[src/design/crcfs_pkg.sv]
package crcfs_pkg;

   ////////////////////////////////////////////////////////////////////////////
   // register addresses on the special-function-register bus
   localparam logic [7:0] ADDR_RESULT = 8'h91;
   localparam logic [7:0] ADDR_CONTROL = 8'h92;
   localparam logic [7:0] ADDR_DATA_IN = 8'h93;
   localparam logic [7:0] ADDR_FLIP = 8'h95;
   localparam logic [7:0] ADDR_AUTO = 8'h96;
   localparam logic [7:0] ADDR_COUNT = 8'h97;

   ////////////////////////////////////////////////////////////////////////////
   // control register field positions
   localparam int CTL_POLY_BIT = 4;
   localparam int CTL_INIT_BIT = 3;
   localparam int CTL_PRESET_BIT = 2;
   localparam int CTL_PTR_LSB = 0;

   // automatic control register field positions
   localparam int AUTO_EN_BIT = 7;
   localparam int AUTO_DONE_BIT = 6;
   localparam int AUTO_ST_LSB = 0;

   ////////////////////////////////////////////////////////////////////////////
   // reset values
   localparam logic [7:0] RST_CONTROL = 8'h00;
   localparam logic [7:0] RST_AUTO = 8'h40;
   localparam logic [7:0] RST_COUNT = 8'h00;
   localparam logic [7:0] RST_DATA_IN = 8'h00;
   localparam logic [7:0] RST_FLIP = 8'h00;
   localparam logic [31:0] RST_RESULT = 32'h0000_0000;

   ////////////////////////////////////////////////////////////////////////////
   // crc constants
   localparam logic [31:0] POLY32 = 32'h04c1_1db7;
   localparam logic [15:0] POLY16 = 16'h1021;
   localparam logic [31:0] PRESET_ONES = 32'hffff_ffff;
   localparam logic [31:0] PRESET_ZEROS = 32'h0000_0000;

   // flash sector geometry: 1024-byte sectors
   localparam int SECTOR_BYTES = 1024;
   localparam int SECTOR_SHIFT = $clog2(SECTOR_BYTES);
   localparam int FLASH_AW = 17;
   localparam logic [SECTOR_SHIFT-1:0] SECTOR_LAST_OFS = 10'h3ff;
   localparam logic [SECTOR_SHIFT-1:0] SECTOR_FIRST_OFS = 10'h000;

   ////////////////////////////////////////////////////////////////////////////
   // carried field groups
   typedef struct packed {
      logic poly_sel;
      logic preset_val;
      logic [1:0] ptr;
   } crcfs_ctrl_t;

   typedef struct packed {
      logic enable;
      logic done;
      logic [5:0] start_sector;
   } crcfs_auto_t;

   typedef enum logic [1:0] {
      SCAN_IDLE,
      SCAN_REQ,
      SCAN_FOLD
   } crcfs_scan_t;

endpackage : crcfs_pkg

[src/design/crcfs_engine.sv]
`timescale 1ns/1ns
`default_nettype none

module crcfs_engine (
   // clock and reset
   input wire logic clock,
   input wire logic arst_n,
   // special-function-register bus
   input wire logic [7:0] sfr_addr,
   input wire logic sfr_wr,
   input wire logic sfr_rd,
   input wire logic [7:0] sfr_wdata,
   output logic [7:0] sfr_rdata_q,
   // internal flash read port
   output logic [crcfs_pkg::FLASH_AW-1:0] flash_addr_q,
   output logic flash_rd_q,
   input wire logic [7:0] flash_rdata,
   // core stall
   output logic cpu_stall_q
);

   ////////////////////////////////////////////////////////////////////////////
   // helper functions

   // fold one byte into the running crc, msb first
   function automatic logic [31:0] crc_byte(input logic [31:0] c, input logic [7:0] d,
                                            input logic sel);
      logic [31:0] r;
      logic [15:0] h;
      r = c ^ {d, 24'h00_0000};
      h = c[15:0] ^ {d, 8'h00};
      for (int i = 0; i < 8; i++)
      begin
         r = r[31] ? ({r[30:0], 1'b0} ^ crcfs_pkg::POLY32) : {r[30:0], 1'b0};
         h = h[15] ? ({h[14:0], 1'b0} ^ crcfs_pkg::POLY16) : {h[14:0], 1'b0};
      end
      return sel ? {16'h0000, h} : r;
   endfunction : crc_byte

   // result byte index chosen by pointer and mode
   function automatic logic [1:0] byte_index(input logic [1:0] p, input logic sel);
      return sel ? {1'b0, p[0]} : p;
   endfunction : byte_index

   // read the pointed result byte
   function automatic logic [7:0] get_byte(input logic [31:0] c, input logic [1:0] p,
                                           input logic sel);
      logic [1:0] k;
      k = byte_index(p, sel);
      return c[8*k +: 8];
   endfunction : get_byte

   // bit reversal of a byte
   function automatic logic [7:0] flip_byte(input logic [7:0] b);
      logic [7:0] r;
      for (int i = 0; i < 8; i++)
      begin
         r[i] = b[7-i];
      end
      return r;
   endfunction : flip_byte

   ////////////////////////////////////////////////////////////////////////////
   // state

   logic [31:0] crc_q, crc_d;
   crcfs_pkg::crcfs_ctrl_t ctrl_q, ctrl_d;
   crcfs_pkg::crcfs_auto_t auto_q, auto_d;
   logic [5:0] count_q, count_d;
   logic [7:0] data_in_q, data_in_d;
   logic [7:0] flip_q, flip_d;
   logic [7:0] sfr_rdata_d;
   crcfs_pkg::crcfs_scan_t scan_q, scan_d;
   logic [crcfs_pkg::FLASH_AW-1:0] flash_addr_d, last_addr_q, last_addr_d;
   logic flash_rd_d;
   logic cpu_stall_d;

   // decoded strobes, ignored while the core is stalled
   logic busy;
   logic wr_ctl, wr_res, rd_res, wr_din, wr_flip, wr_auto, wr_cnt;
   logic [6:0] last_sector;

   assign busy = (scan_q != crcfs_pkg::SCAN_IDLE);
   assign wr_ctl = sfr_wr && !busy && (sfr_addr == crcfs_pkg::ADDR_CONTROL);
   assign wr_res = sfr_wr && !busy && (sfr_addr == crcfs_pkg::ADDR_RESULT);
   assign rd_res = sfr_rd && !busy && (sfr_addr == crcfs_pkg::ADDR_RESULT);
   assign wr_din = sfr_wr && !busy && (sfr_addr == crcfs_pkg::ADDR_DATA_IN);
   assign wr_flip = sfr_wr && !busy && (sfr_addr == crcfs_pkg::ADDR_FLIP);
   assign wr_auto = sfr_wr && !busy && (sfr_addr == crcfs_pkg::ADDR_AUTO);
   assign wr_cnt = sfr_wr && !busy && (sfr_addr == crcfs_pkg::ADDR_COUNT);
   assign last_sector = {1'b0, auto_q.start_sector} + {1'b0, count_q};

   ////////////////////////////////////////////////////////////////////////////
   // next-state logic for registers, result and scan sequencer
   always_comb
   begin
      crc_d = crc_q;
      ctrl_d = ctrl_q;
      auto_d = auto_q;
      count_d = count_q;
      data_in_d = data_in_q;
      flip_d = flip_q;
      sfr_rdata_d = sfr_rdata_q;
      scan_d = scan_q;
      flash_addr_d = flash_addr_q;
      last_addr_d = last_addr_q;
      flash_rd_d = 1'b0;
      // register reads, one cycle latency, unmapped reads zero
      if (sfr_rd && !busy)
      begin
         case (sfr_addr)
            crcfs_pkg::ADDR_RESULT: sfr_rdata_d = get_byte(crc_q, ctrl_q.ptr,
                                                           ctrl_q.poly_sel);
            crcfs_pkg::ADDR_CONTROL: sfr_rdata_d = {3'b000, ctrl_q.poly_sel, 1'b0,
                                                   ctrl_q.preset_val, ctrl_q.ptr};
            crcfs_pkg::ADDR_DATA_IN: sfr_rdata_d = data_in_q;
            crcfs_pkg::ADDR_FLIP: sfr_rdata_d = flip_byte(flip_q);
            crcfs_pkg::ADDR_AUTO: sfr_rdata_d = auto_q;
            crcfs_pkg::ADDR_COUNT: sfr_rdata_d = {2'b00, count_q};
            default: sfr_rdata_d = 8'h00;
         endcase
      end
      // control write: mode, preset, pointer, optional init and launch
      if (wr_ctl)
      begin
         ctrl_d.poly_sel = sfr_wdata[crcfs_pkg::CTL_POLY_BIT];
         ctrl_d.preset_val = sfr_wdata[crcfs_pkg::CTL_PRESET_BIT];
         ctrl_d.ptr = sfr_wdata[crcfs_pkg::CTL_PTR_LSB +: 2];
         if (sfr_wdata[crcfs_pkg::CTL_INIT_BIT])
         begin
            crc_d = sfr_wdata[crcfs_pkg::CTL_PRESET_BIT] ? crcfs_pkg::PRESET_ONES
                                                         : crcfs_pkg::PRESET_ZEROS;
         end
         if (auto_q.enable)
         begin
            scan_d = crcfs_pkg::SCAN_REQ;
            flash_addr_d = {1'b0, auto_q.start_sector, crcfs_pkg::SECTOR_FIRST_OFS};
            last_addr_d = {last_sector, crcfs_pkg::SECTOR_LAST_OFS};
            flash_rd_d = 1'b1;
         end
      end
      // result port access moves the pointer
      if (wr_res)
      begin
         crc_d[8*byte_index(ctrl_q.ptr, ctrl_q.poly_sel) +: 8] = sfr_wdata;
      end
      if (wr_res || rd_res)
      begin
         ctrl_d.ptr = ctrl_q.ptr + 2'b01;
      end
      // data input folds a byte
      if (wr_din)
      begin
         data_in_d = sfr_wdata;
         crc_d = crc_byte(crc_q, sfr_wdata, ctrl_q.poly_sel);
      end
      if (wr_flip)
      begin
         flip_d = sfr_wdata;
      end
      // done bit is not writable
      if (wr_auto)
      begin
         auto_d.enable = sfr_wdata[crcfs_pkg::AUTO_EN_BIT];
         auto_d.start_sector = sfr_wdata[crcfs_pkg::AUTO_ST_LSB +: 6];
      end
      if (wr_cnt)
      begin
         count_d = sfr_wdata[5:0];
      end
      // scan sequencer: request byte, then fold it
      case (scan_q)
         crcfs_pkg::SCAN_IDLE: ;
         crcfs_pkg::SCAN_REQ: scan_d = crcfs_pkg::SCAN_FOLD;
         crcfs_pkg::SCAN_FOLD:
         begin
            crc_d = crc_byte(crc_q, flash_rdata, ctrl_q.poly_sel);
            if (flash_addr_q == last_addr_q)
            begin
               scan_d = crcfs_pkg::SCAN_IDLE;
            end
            else
            begin
               scan_d = crcfs_pkg::SCAN_REQ;
               flash_addr_d = flash_addr_q + 17'h0_0001;
               flash_rd_d = 1'b1;
            end
         end
         default: scan_d = crcfs_pkg::SCAN_IDLE;
      endcase
      auto_d.done = (scan_d == crcfs_pkg::SCAN_IDLE);
   end

   // stall follows the sequencer one for one
   assign cpu_stall_d = (scan_d != crcfs_pkg::SCAN_IDLE);

   ////////////////////////////////////////////////////////////////////////////
   // registers
   always_ff @(posedge clock or negedge arst_n)
   begin
      if (!arst_n)
      begin
         crc_q <= crcfs_pkg::RST_RESULT;
         ctrl_q <= crcfs_pkg::crcfs_ctrl_t'(crcfs_pkg::RST_CONTROL[3:0]);
         auto_q <= crcfs_pkg::RST_AUTO;
         count_q <= crcfs_pkg::RST_COUNT[5:0];
         data_in_q <= crcfs_pkg::RST_DATA_IN;
         flip_q <= crcfs_pkg::RST_FLIP;
         sfr_rdata_q <= 8'h00;
         scan_q <= crcfs_pkg::SCAN_IDLE;
         flash_addr_q <= 17'h0_0000;
         last_addr_q <= 17'h0_0000;
         flash_rd_q <= 1'b0;
         cpu_stall_q <= 1'b0;
      end
      else
      begin
         crc_q <= crc_d;
         ctrl_q <= ctrl_d;
         auto_q <= auto_d;
         count_q <= count_d;
         data_in_q <= data_in_d;
         flip_q <= flip_d;
         sfr_rdata_q <= sfr_rdata_d;
         scan_q <= scan_d;
         flash_addr_q <= flash_addr_d;
         last_addr_q <= last_addr_d;
         flash_rd_q <= flash_rd_d;
         cpu_stall_q <= cpu_stall_d;
      end
   end
endmodule : crcfs_engine

`default_nettype wire

[config.mk]
export PLATFORM = sky130hd
export DESIGN_NAME = crcfs_engine
export DESIGN_NICKNAME = d
export VERILOG_FILES = /design/src/design/crcfs_pkg.sv /design/src/design/crcfs_engine.sv
export SDC_FILE = /design/constraint.sdc
export NUM_CORES = 1
export LEC_CHECK = 0
export BUFFER_PORTS_ARGS = -buffer_cell sky130_fd_sc_hd__buf_2
export CAP_MARGIN = 20
export CORE_MARGIN = 4
export CORE_UTILIZATION = 63
export DETAILED_ROUTE_END_ITERATION = 6
export MAX_ROUTING_LAYER = met4
export PLACE_DENSITY = 0.83
export SYNTH_ARGS = -nofsm -noshare
export SYNTH_HDL_FRONTEND = slang
export SYNTH_SLANG_ARGS = --single-unit
export TNS_END_PERCENT = 5
[constraint.sdc]
create_clock -name clock -period 5.3 [get_ports clock]
set_clock_uncertainty 0.1 [all_clocks]
set_input_delay 0 -clock clock [delete_from_list [all_inputs] [get_ports clock]]
set_output_delay 0 -clock clock [all_outputs]
set_load 0.05 [all_outputs]
==> results of run 1 <==
## per-layer routing
layer,wire [µm],vias to the layer above,track usage (%)
li1,-,3285,-
met1,9932,3417,45.83
met2,11270,427,53.02
met3,2269,97,5.921
met4,1115,0,16.11
met5,0,-,-
## power by group
group | switching [mW] | leakage (nW) | internal [mW]
Combinational | 2.15 | 2.25 | 1.98
Clock | 0.311 | 0.149 | 0.394
Sequential | 0.302 | 1.31 | 0.958
## synthesized netlist by cell type (all sizes together) (17+ instances only)
library cell,n,share of area [%]
xnor2,120,14
mux2i,17,2.1
xor2,43,5.0
buf,18,1.2
mux2,20,2.8
o21ai,61,3.9
a21oi,62,3.8
nor2,46,2.1
nand2,117,5.4
a31oi,23,1.8
dfrtp,102,31
clkbuf,45,2.1
o22ai,24,1.8
## timing repair
| item | 4_1_cts | 5_1_grt |
|---|---|---|
| hold endpoints to repair | 42 | 0 |
| buffers inserted | 0 | 0 |
| hold buffers | 11 | 0 |
| gates resized for setup | 0 | 0 |
## state kept, by name (all words and copies together) (netlist names), 4 cells and up
register / count
flip_q: 8
flash_addr_q: 17
ctrl_q: 4
last_addr_q: 8
crc_q: 32
auto_q: 8
count_q: 6
sfr_rdata_q: 8
data_in_q: 8
## worst max-delay path, cell delays in order, from the launching register on
cell and delay (ns):
dfrtp_1 0.43, or3b_1 0.57, nor4_4 0.40, nand2_1 0.73, a21oi_1 0.36, a21oi_1 0.06, o311ai_0 0.29, o21ai_0 0.13
## kinds of logic (layout without fill, tap and decap cells)
kind of cell	count (synthesis)	in the layout	share of synthesized area, %
simple gates	252	252	15.04
compound gates	249	249	19.51
xor+xnor	169	169	20.56
flops	103	103	31.77
buf+inv	76	104	3.884
mux	45	45	7.136
fa+ha+maj	13	13	2.096
## worst max path at each step
| stage | startpoint | to | slack (ns) | cells past startpoint |
|---|---|---|---|---|
| 6_report | scan_q[1] | crc_q[3] | 2.11 | 7 |
| 5_1_grt | scan_q[1] | crc_q[3] | 1.80 | 7 |
| 4_1_cts | scan_q[1] | crc_q[3] | 2.12 | 7 |
| 3_5_place_dp | scan_q[1] | crc_q[3] | 2.14 | 7 |
| 3_3_place_gp | ctrl_q[3] | crc_q[7] | 2.14 | 9 |
| 2_1_floorplan | ctrl_q[0] | crc_q[7] | 2.50 | 10 |
## cell type report
cell class,instances,area [µm²],area share [%]
multi-input combinational,728,5244,59.25
sequential,103,2580,29.15
timing repair buffer,75,455.4,5.146
clock buffer,12,256.5,2.898
tap,172,215.2,2.431
clock inverter,4,51.30,0.5796
inverter,13,48.80,0.5513
## cells in the final DEF (no fill, tap or decap), types with 12 or more instances in the layout
cell type,n
o21ai_1,14
nand2_1,117
ha_1,12
nor2_1,46
mux2_2,20
xnor2_1,112
nor3_1,15
mux2i_1,17
a22oi_1,12
a31oi_1,23
o21ai_0,45
buf_2,53
xor2_1,39
dfrtp_1,101
nand3_1,15
o22ai_1,24
a21oi_1,62
## metrics by stage
| stage | hold WS [ns] | cells | power (mW) | util (%) |
|---|---|---|---|---|
| floorplan | -0.3956 | 907 | 4.427 | - |
| global placement | -0.1319 | 1079 | 5.197 | 66.79 |
| detailed placement | -0.1327 | 1079 | 5.279 | 66.79 |
| CTS | 0.02761 | 1106 | 5.988 | 70.10 |
| global route | 0.05236 | 1107 | 6.431 | 70.14 |
| finish | 0.02447 | 1107 | 6.090 | 70.14 |
==> metrics.cfg, run 1 <==
[floorplan]
rows=41
die_w_um=121.5
dieArea_um2=14770
die_h_um=121.5
core_um2=12620
start_util_pct=64.33
io_pins=55

[placement]
io_buffers=54
gp_congestion=0.9689
dpl_worst_slack_ns=2.144
hpwl_mm=17.53
place_area_um2=8428

[clocking]
clk_pin_slew_worst_paths_ns=0.07
cts_num_sinks=103
cts.path.max_buffers=2
clock_latency_ns=0.36
numCtsBuffers=9
cts_tree=done
h-tree-depth=3
cts_root_buf=clkbuf_16

[timing]
setup_viol=0
hold_viol=0
slew_headroom_pct=21.81
rsz0062_at_grt=false
worstMarginPinSlew_ns=1.164
fin_tns_setup_ns=0
fmax_ghz=0.3130
fin_crit_ns=3.195
final.period_utilization_pct=60.28
layout_setup_ws_ns=2.105
drv_slew=0

[critical_path]
critical_path_class=flip-flop to flip-flop
worstPathRequired_ns=5.43
startpoint_type=flip-flop
rr_worst_depth=7
cp-end-kind=flip-flop
critical_path.max_fanout=32
timing.rr.end=crc_q[3]
reg2reg_slack_ns=2.11
regToRegStartpoint=scan_q[1]
worstPathArrival_ns=3.32

[synth]
yosysWarnings=0
syn_nets=948
synth_edf_count=0
syn_area_per_cell_um2=8.950
ys_seq_area_share_pct=31.77
ys_ff_latch=103
yosysUniqueCellTypes=82
netlist_instances=907
syn-cell-area_um2=8118
async_flop_share_pct=100.0
ys.flop_type=dfrtp_1

[cells_and_area]
drive_above_1_share_pct=15.08
area_growth_pct=9.032
n_antenna_cell=0
nets=971
fin_area_um2=8851
fillers=1033

[grt]
grt_max_degree=73
grt_pass1_vias=6905
grt_antenna_before_repair=0
grt.overflow.total=0
grt_pass1_wl_mm=38.48
grt_usage_pct=34.87

[detailed_routing]
drt_iter0_drc=1172
wl_per_cell_um=22.21
viasPerCell=6.528
drtAntennaViolNets=0
vias=7226
firstDrtPassIters=6
drc_errors=0
wl_mm=24.59

[hold_path]
hold_path.class=input pin to async pin

[pwr]
power_density_nw_per_um2=688.1
ir_drop_uv=783.8
leakage_nw=3.703

[status]
outcome=finished clean

[run]
drv_cap=0

Note: power is estimated with default switching activity, not from simulation.
==> run 2, diff against run 1 <==
--- a/config.mk
+++ b/config.mk
@@ -8,10 +8,10 @@
 export BUFFER_PORTS_ARGS = -buffer_cell sky130_fd_sc_hd__buf_2
 export CAP_MARGIN = 20
 export CORE_MARGIN = 4
-export CORE_UTILIZATION = 63
+export CORE_UTILIZATION = 56
 export DETAILED_ROUTE_END_ITERATION = 6
 export MAX_ROUTING_LAYER = met4
-export PLACE_DENSITY = 0.83
+export PLACE_DENSITY = 0.78
 export SYNTH_ARGS = -nofsm -noshare
 export SYNTH_HDL_FRONTEND = slang
 export SYNTH_SLANG_ARGS = --single-unit
==> constraint.sdc (replaced) <==
create_clock -name clock -period 2.65 [get_ports clock]
set_clock_uncertainty 0.1 [all_clocks]
set_input_delay 0 -clock clock [delete_from_list [all_inputs] [get_ports clock]]
set_output_delay 0 -clock clock [all_outputs]
set_load 0.05 [all_outputs]
==> metrics.cfg, run 2 (same netlist as run 1, synthesis figures left out) <==
[status]
outcome=finished clean  ; unchanged

[cells_and_area]
final_common_cell=nand2_1  ; unchanged
n_antenna_cell=0  ; unchanged
layoutNonFillerInstCount=1186  ; was 1107
top_regs=crc_q: 32 flops, flash_addr_q: 17 flops  ; unchanged
seqCellArea_um2=2586  ; was 2580 µm²
top_register=crc_q  ; unchanged
drive_above_1_share_pct=21.87  ; was 15.08%
nets=1042  ; was 971
largest_register_ffs=32  ; unchanged
mostFrequentLayoutCells=nand2_1 (117), xnor2_1 (111), dfrtp_1 (96), buf_4 (78), a21oi_1 (62)  ; was nand2_1 (117), xnor2_1 (112), dfrtp_1 (101), a21oi_1 (62), buf_2 (53)
area_growth_pct=16.65  ; was 9.032%
multiInputGateArea_um2=5289  ; was 5244 µm²
fillers=1119  ; was 1033

[clocking]
cts.path.max_buffers=2  ; unchanged
cts_root_buf=clkbuf_16  ; unchanged
numCtsBuffers=9  ; unchanged
h-tree-depth=3  ; unchanged
clk_pin_slew_worst_paths_ns=0.07  ; about the same
post-cts-setup-buffers=0  ; unchanged
cts_tree=done  ; unchanged
cts_num_sinks=103  ; unchanged
clock_latency_ns=0.36  ; about the same

[detailed_routing]
drc_errors=0  ; unchanged
drt_iter0_drc=1077  ; was 1172
wl_per_cell_um=22.07  ; was 22.21 µm
viasPerCell=6.406  ; was 6.528
firstDrtPassIters=6  ; unchanged
vias=7598  ; was 7226
wl_mm=26.17  ; was 24.59 mm
drtAntennaViolNets=0  ; unchanged

[timing]
hold_ws_ns=0.02095  ; was 0.02447 ns
final.period_utilization_pct=95.44  ; was 60.28%
fin_crit_ns=2.529  ; was 3.195 ns
drv_slew=0  ; unchanged
worstMarginPinSlew_ns=0.7970  ; was 1.164 ns
slew_headroom_pct=46.49  ; was 21.81%
fin_tns_setup_ns=0  ; unchanged
hold_viol=0  ; unchanged
fmax_ghz=0.3954  ; was 0.3130 GHz
setup_viol=0  ; unchanged

[critical_path]
crit_chain=xnor2_1, xnor2_2, xor3_1, o21ai_1, xor2_1, a211oi_1, a21oi_1  ; was or3b_1, nor4_4, nand2_1, a21oi_1, a21oi_1, o311ai_0, o21ai_0
reg2reg_slack_ns=0.12  ; was 2.11 ns
cpLargestDelayFamily=XOR/XNOR gates  ; was simple AND/OR/NAND/NOR gates
worstPathRequired_ns=2.79  ; was 5.43 ns
cp.buffers_inverters=0  ; unchanged
regToRegStartpoint=crc_q[24]  ; was scan_q[1]
cp-end-kind=flip-flop  ; unchanged
crit_start=crc_q[24]  ; was scan_q[1]
startpoint_type=flip-flop  ; unchanged
crit_slowest_cell=xnor2_1  ; was nand2_1
worstPathArrival_ns=2.67  ; was 3.32 ns
timing.rr.end=crc_q[4]  ; was crc_q[3]
rr_worst_depth=7  ; unchanged
critical_path.max_fanout=4  ; was 32
critical_path_class=flip-flop to flip-flop  ; unchanged
max_stage_delay_ns=0.65  ; was 0.73 ns

[pwr]
ir_drop_uv=1306  ; was 783.8 µV
leakage_nw=4.086  ; was 3.703 nW
power_density_nw_per_um2=1330  ; was 688.1 nW/µm²
p_total_mw=12.59  ; was 6.090 mW

[hold_path]
hold_path.class=input pin to flip-flop  ; was input pin to async pin
hold_depth=4
hp-start=sfr_wdata[0]
hold-path-endpoint=data_in_q[0]

[placement]
gp_congestion=1.017  ; was 0.9689
hpwl_mm=19.37  ; was 17.53 mm
io_buffers=54  ; unchanged
dp.cells=1160  ; was 1079

[grt]
grt_max_degree=65  ; was 73
grt_pass1_wl_mm=41.15  ; was 38.48 mm
grt_antenna_before_repair=0  ; unchanged
grt_pass1_vias=7351  ; was 6905
grt_usage_pct=33.48  ; was 34.87%
grt.overflow.total=0  ; unchanged

[floorplan]
io_pins=55  ; unchanged
die_h_um=128.4  ; was 121.5 µm
dieArea_um2=16490  ; was 14770 µm²
die_w_um=128.4  ; was 121.5 µm
rows=43  ; was 41
core_um2=14040  ; was 12620 µm²
start_util_pct=57.81  ; was 64.33%

[run]
drv_cap=0  ; unchanged

## run 2: cell count changes in the layout (fill, tap and decap cells not counted), moves of 2 or more
cell,before,now
buf_12,0,5
buf_4,10,78
clkbuf_1,1,4
clkbuf_8,2,0
clkinv_4,0,2
dfrtp_1,101,96
dfrtp_2,1,6
## run 2: timing repair
action | 4_1_cts | 5_1_grt
endpoints found under the hold margin | 61 | 0
hold buffers | 10 | 0
endpoints found under the setup margin | 0 | 8
resized for setup | 0 | 6
## run 2: routing by layer
layer  routed length [µm]  GRT usage, %
met1                10120         42.01
met2                12030         51.46
met3                 2680         8.385
met4                 1343         14.61
met5                    0             -
## run 2: per-stage QoR
step | worst slack, ns | cell area (µm²) | utilization, %
final | 0.1209 | 9469 | 67.43
after global placement | 0.1514 | 9061 | 64.53
after CTS | 0.06131 | 9430 | 67.16
after floorplan | -0.01721 | 8132 | -
after detailed placement | 0.1035 | 9061 | 64.53
after global routing | -0.007629 | 9469 | 67.43
## run 2: worst max-delay path by stage
stage,endpoint,slack (ns),depth (start not counted)
after floorplan,crc_q[10],-0.02,11
after global placement,crc_q[11],0.15,6
after detailed placement,crc_q[8],0.10,7
after CTS,crc_q[8],0.06,7
after global routing,crc_q[9],-0.008,11
final,crc_q[4],0.12,7
## run 2: final cells by class
| type | instances | share of cell area [%] |
|---|---|---|
| clock inverter | 3 | 0.3039 |
| clock buffer | 13 | 2.537 |
| sequential | 103 | 27.31 |
| tap | 180 | 2.378 |
| inverter | 13 | 0.5153 |
| multi-input combinational | 728 | 55.85 |
| timing repair buffer | 146 | 11.10 |
## run 2: power by group
part	total (mW)	switching (mW)	internal [mW]	leakage (nW)
Clock	1.28	0.626	0.650	0.130
Combinational	8.82	4.41	4.42	2.65
Sequential	2.49	0.579	1.92	1.30
## run 2: worst reg2reg max path: stages (launching register included)
cell      delay [ns]
dfrtp_1         0.42
xnor2_1         0.65
xnor2_2         0.27
xor3_1          0.43
o21ai_1         0.16
xor2_1          0.08
a211oi_1        0.24
a21oi_1         0.06
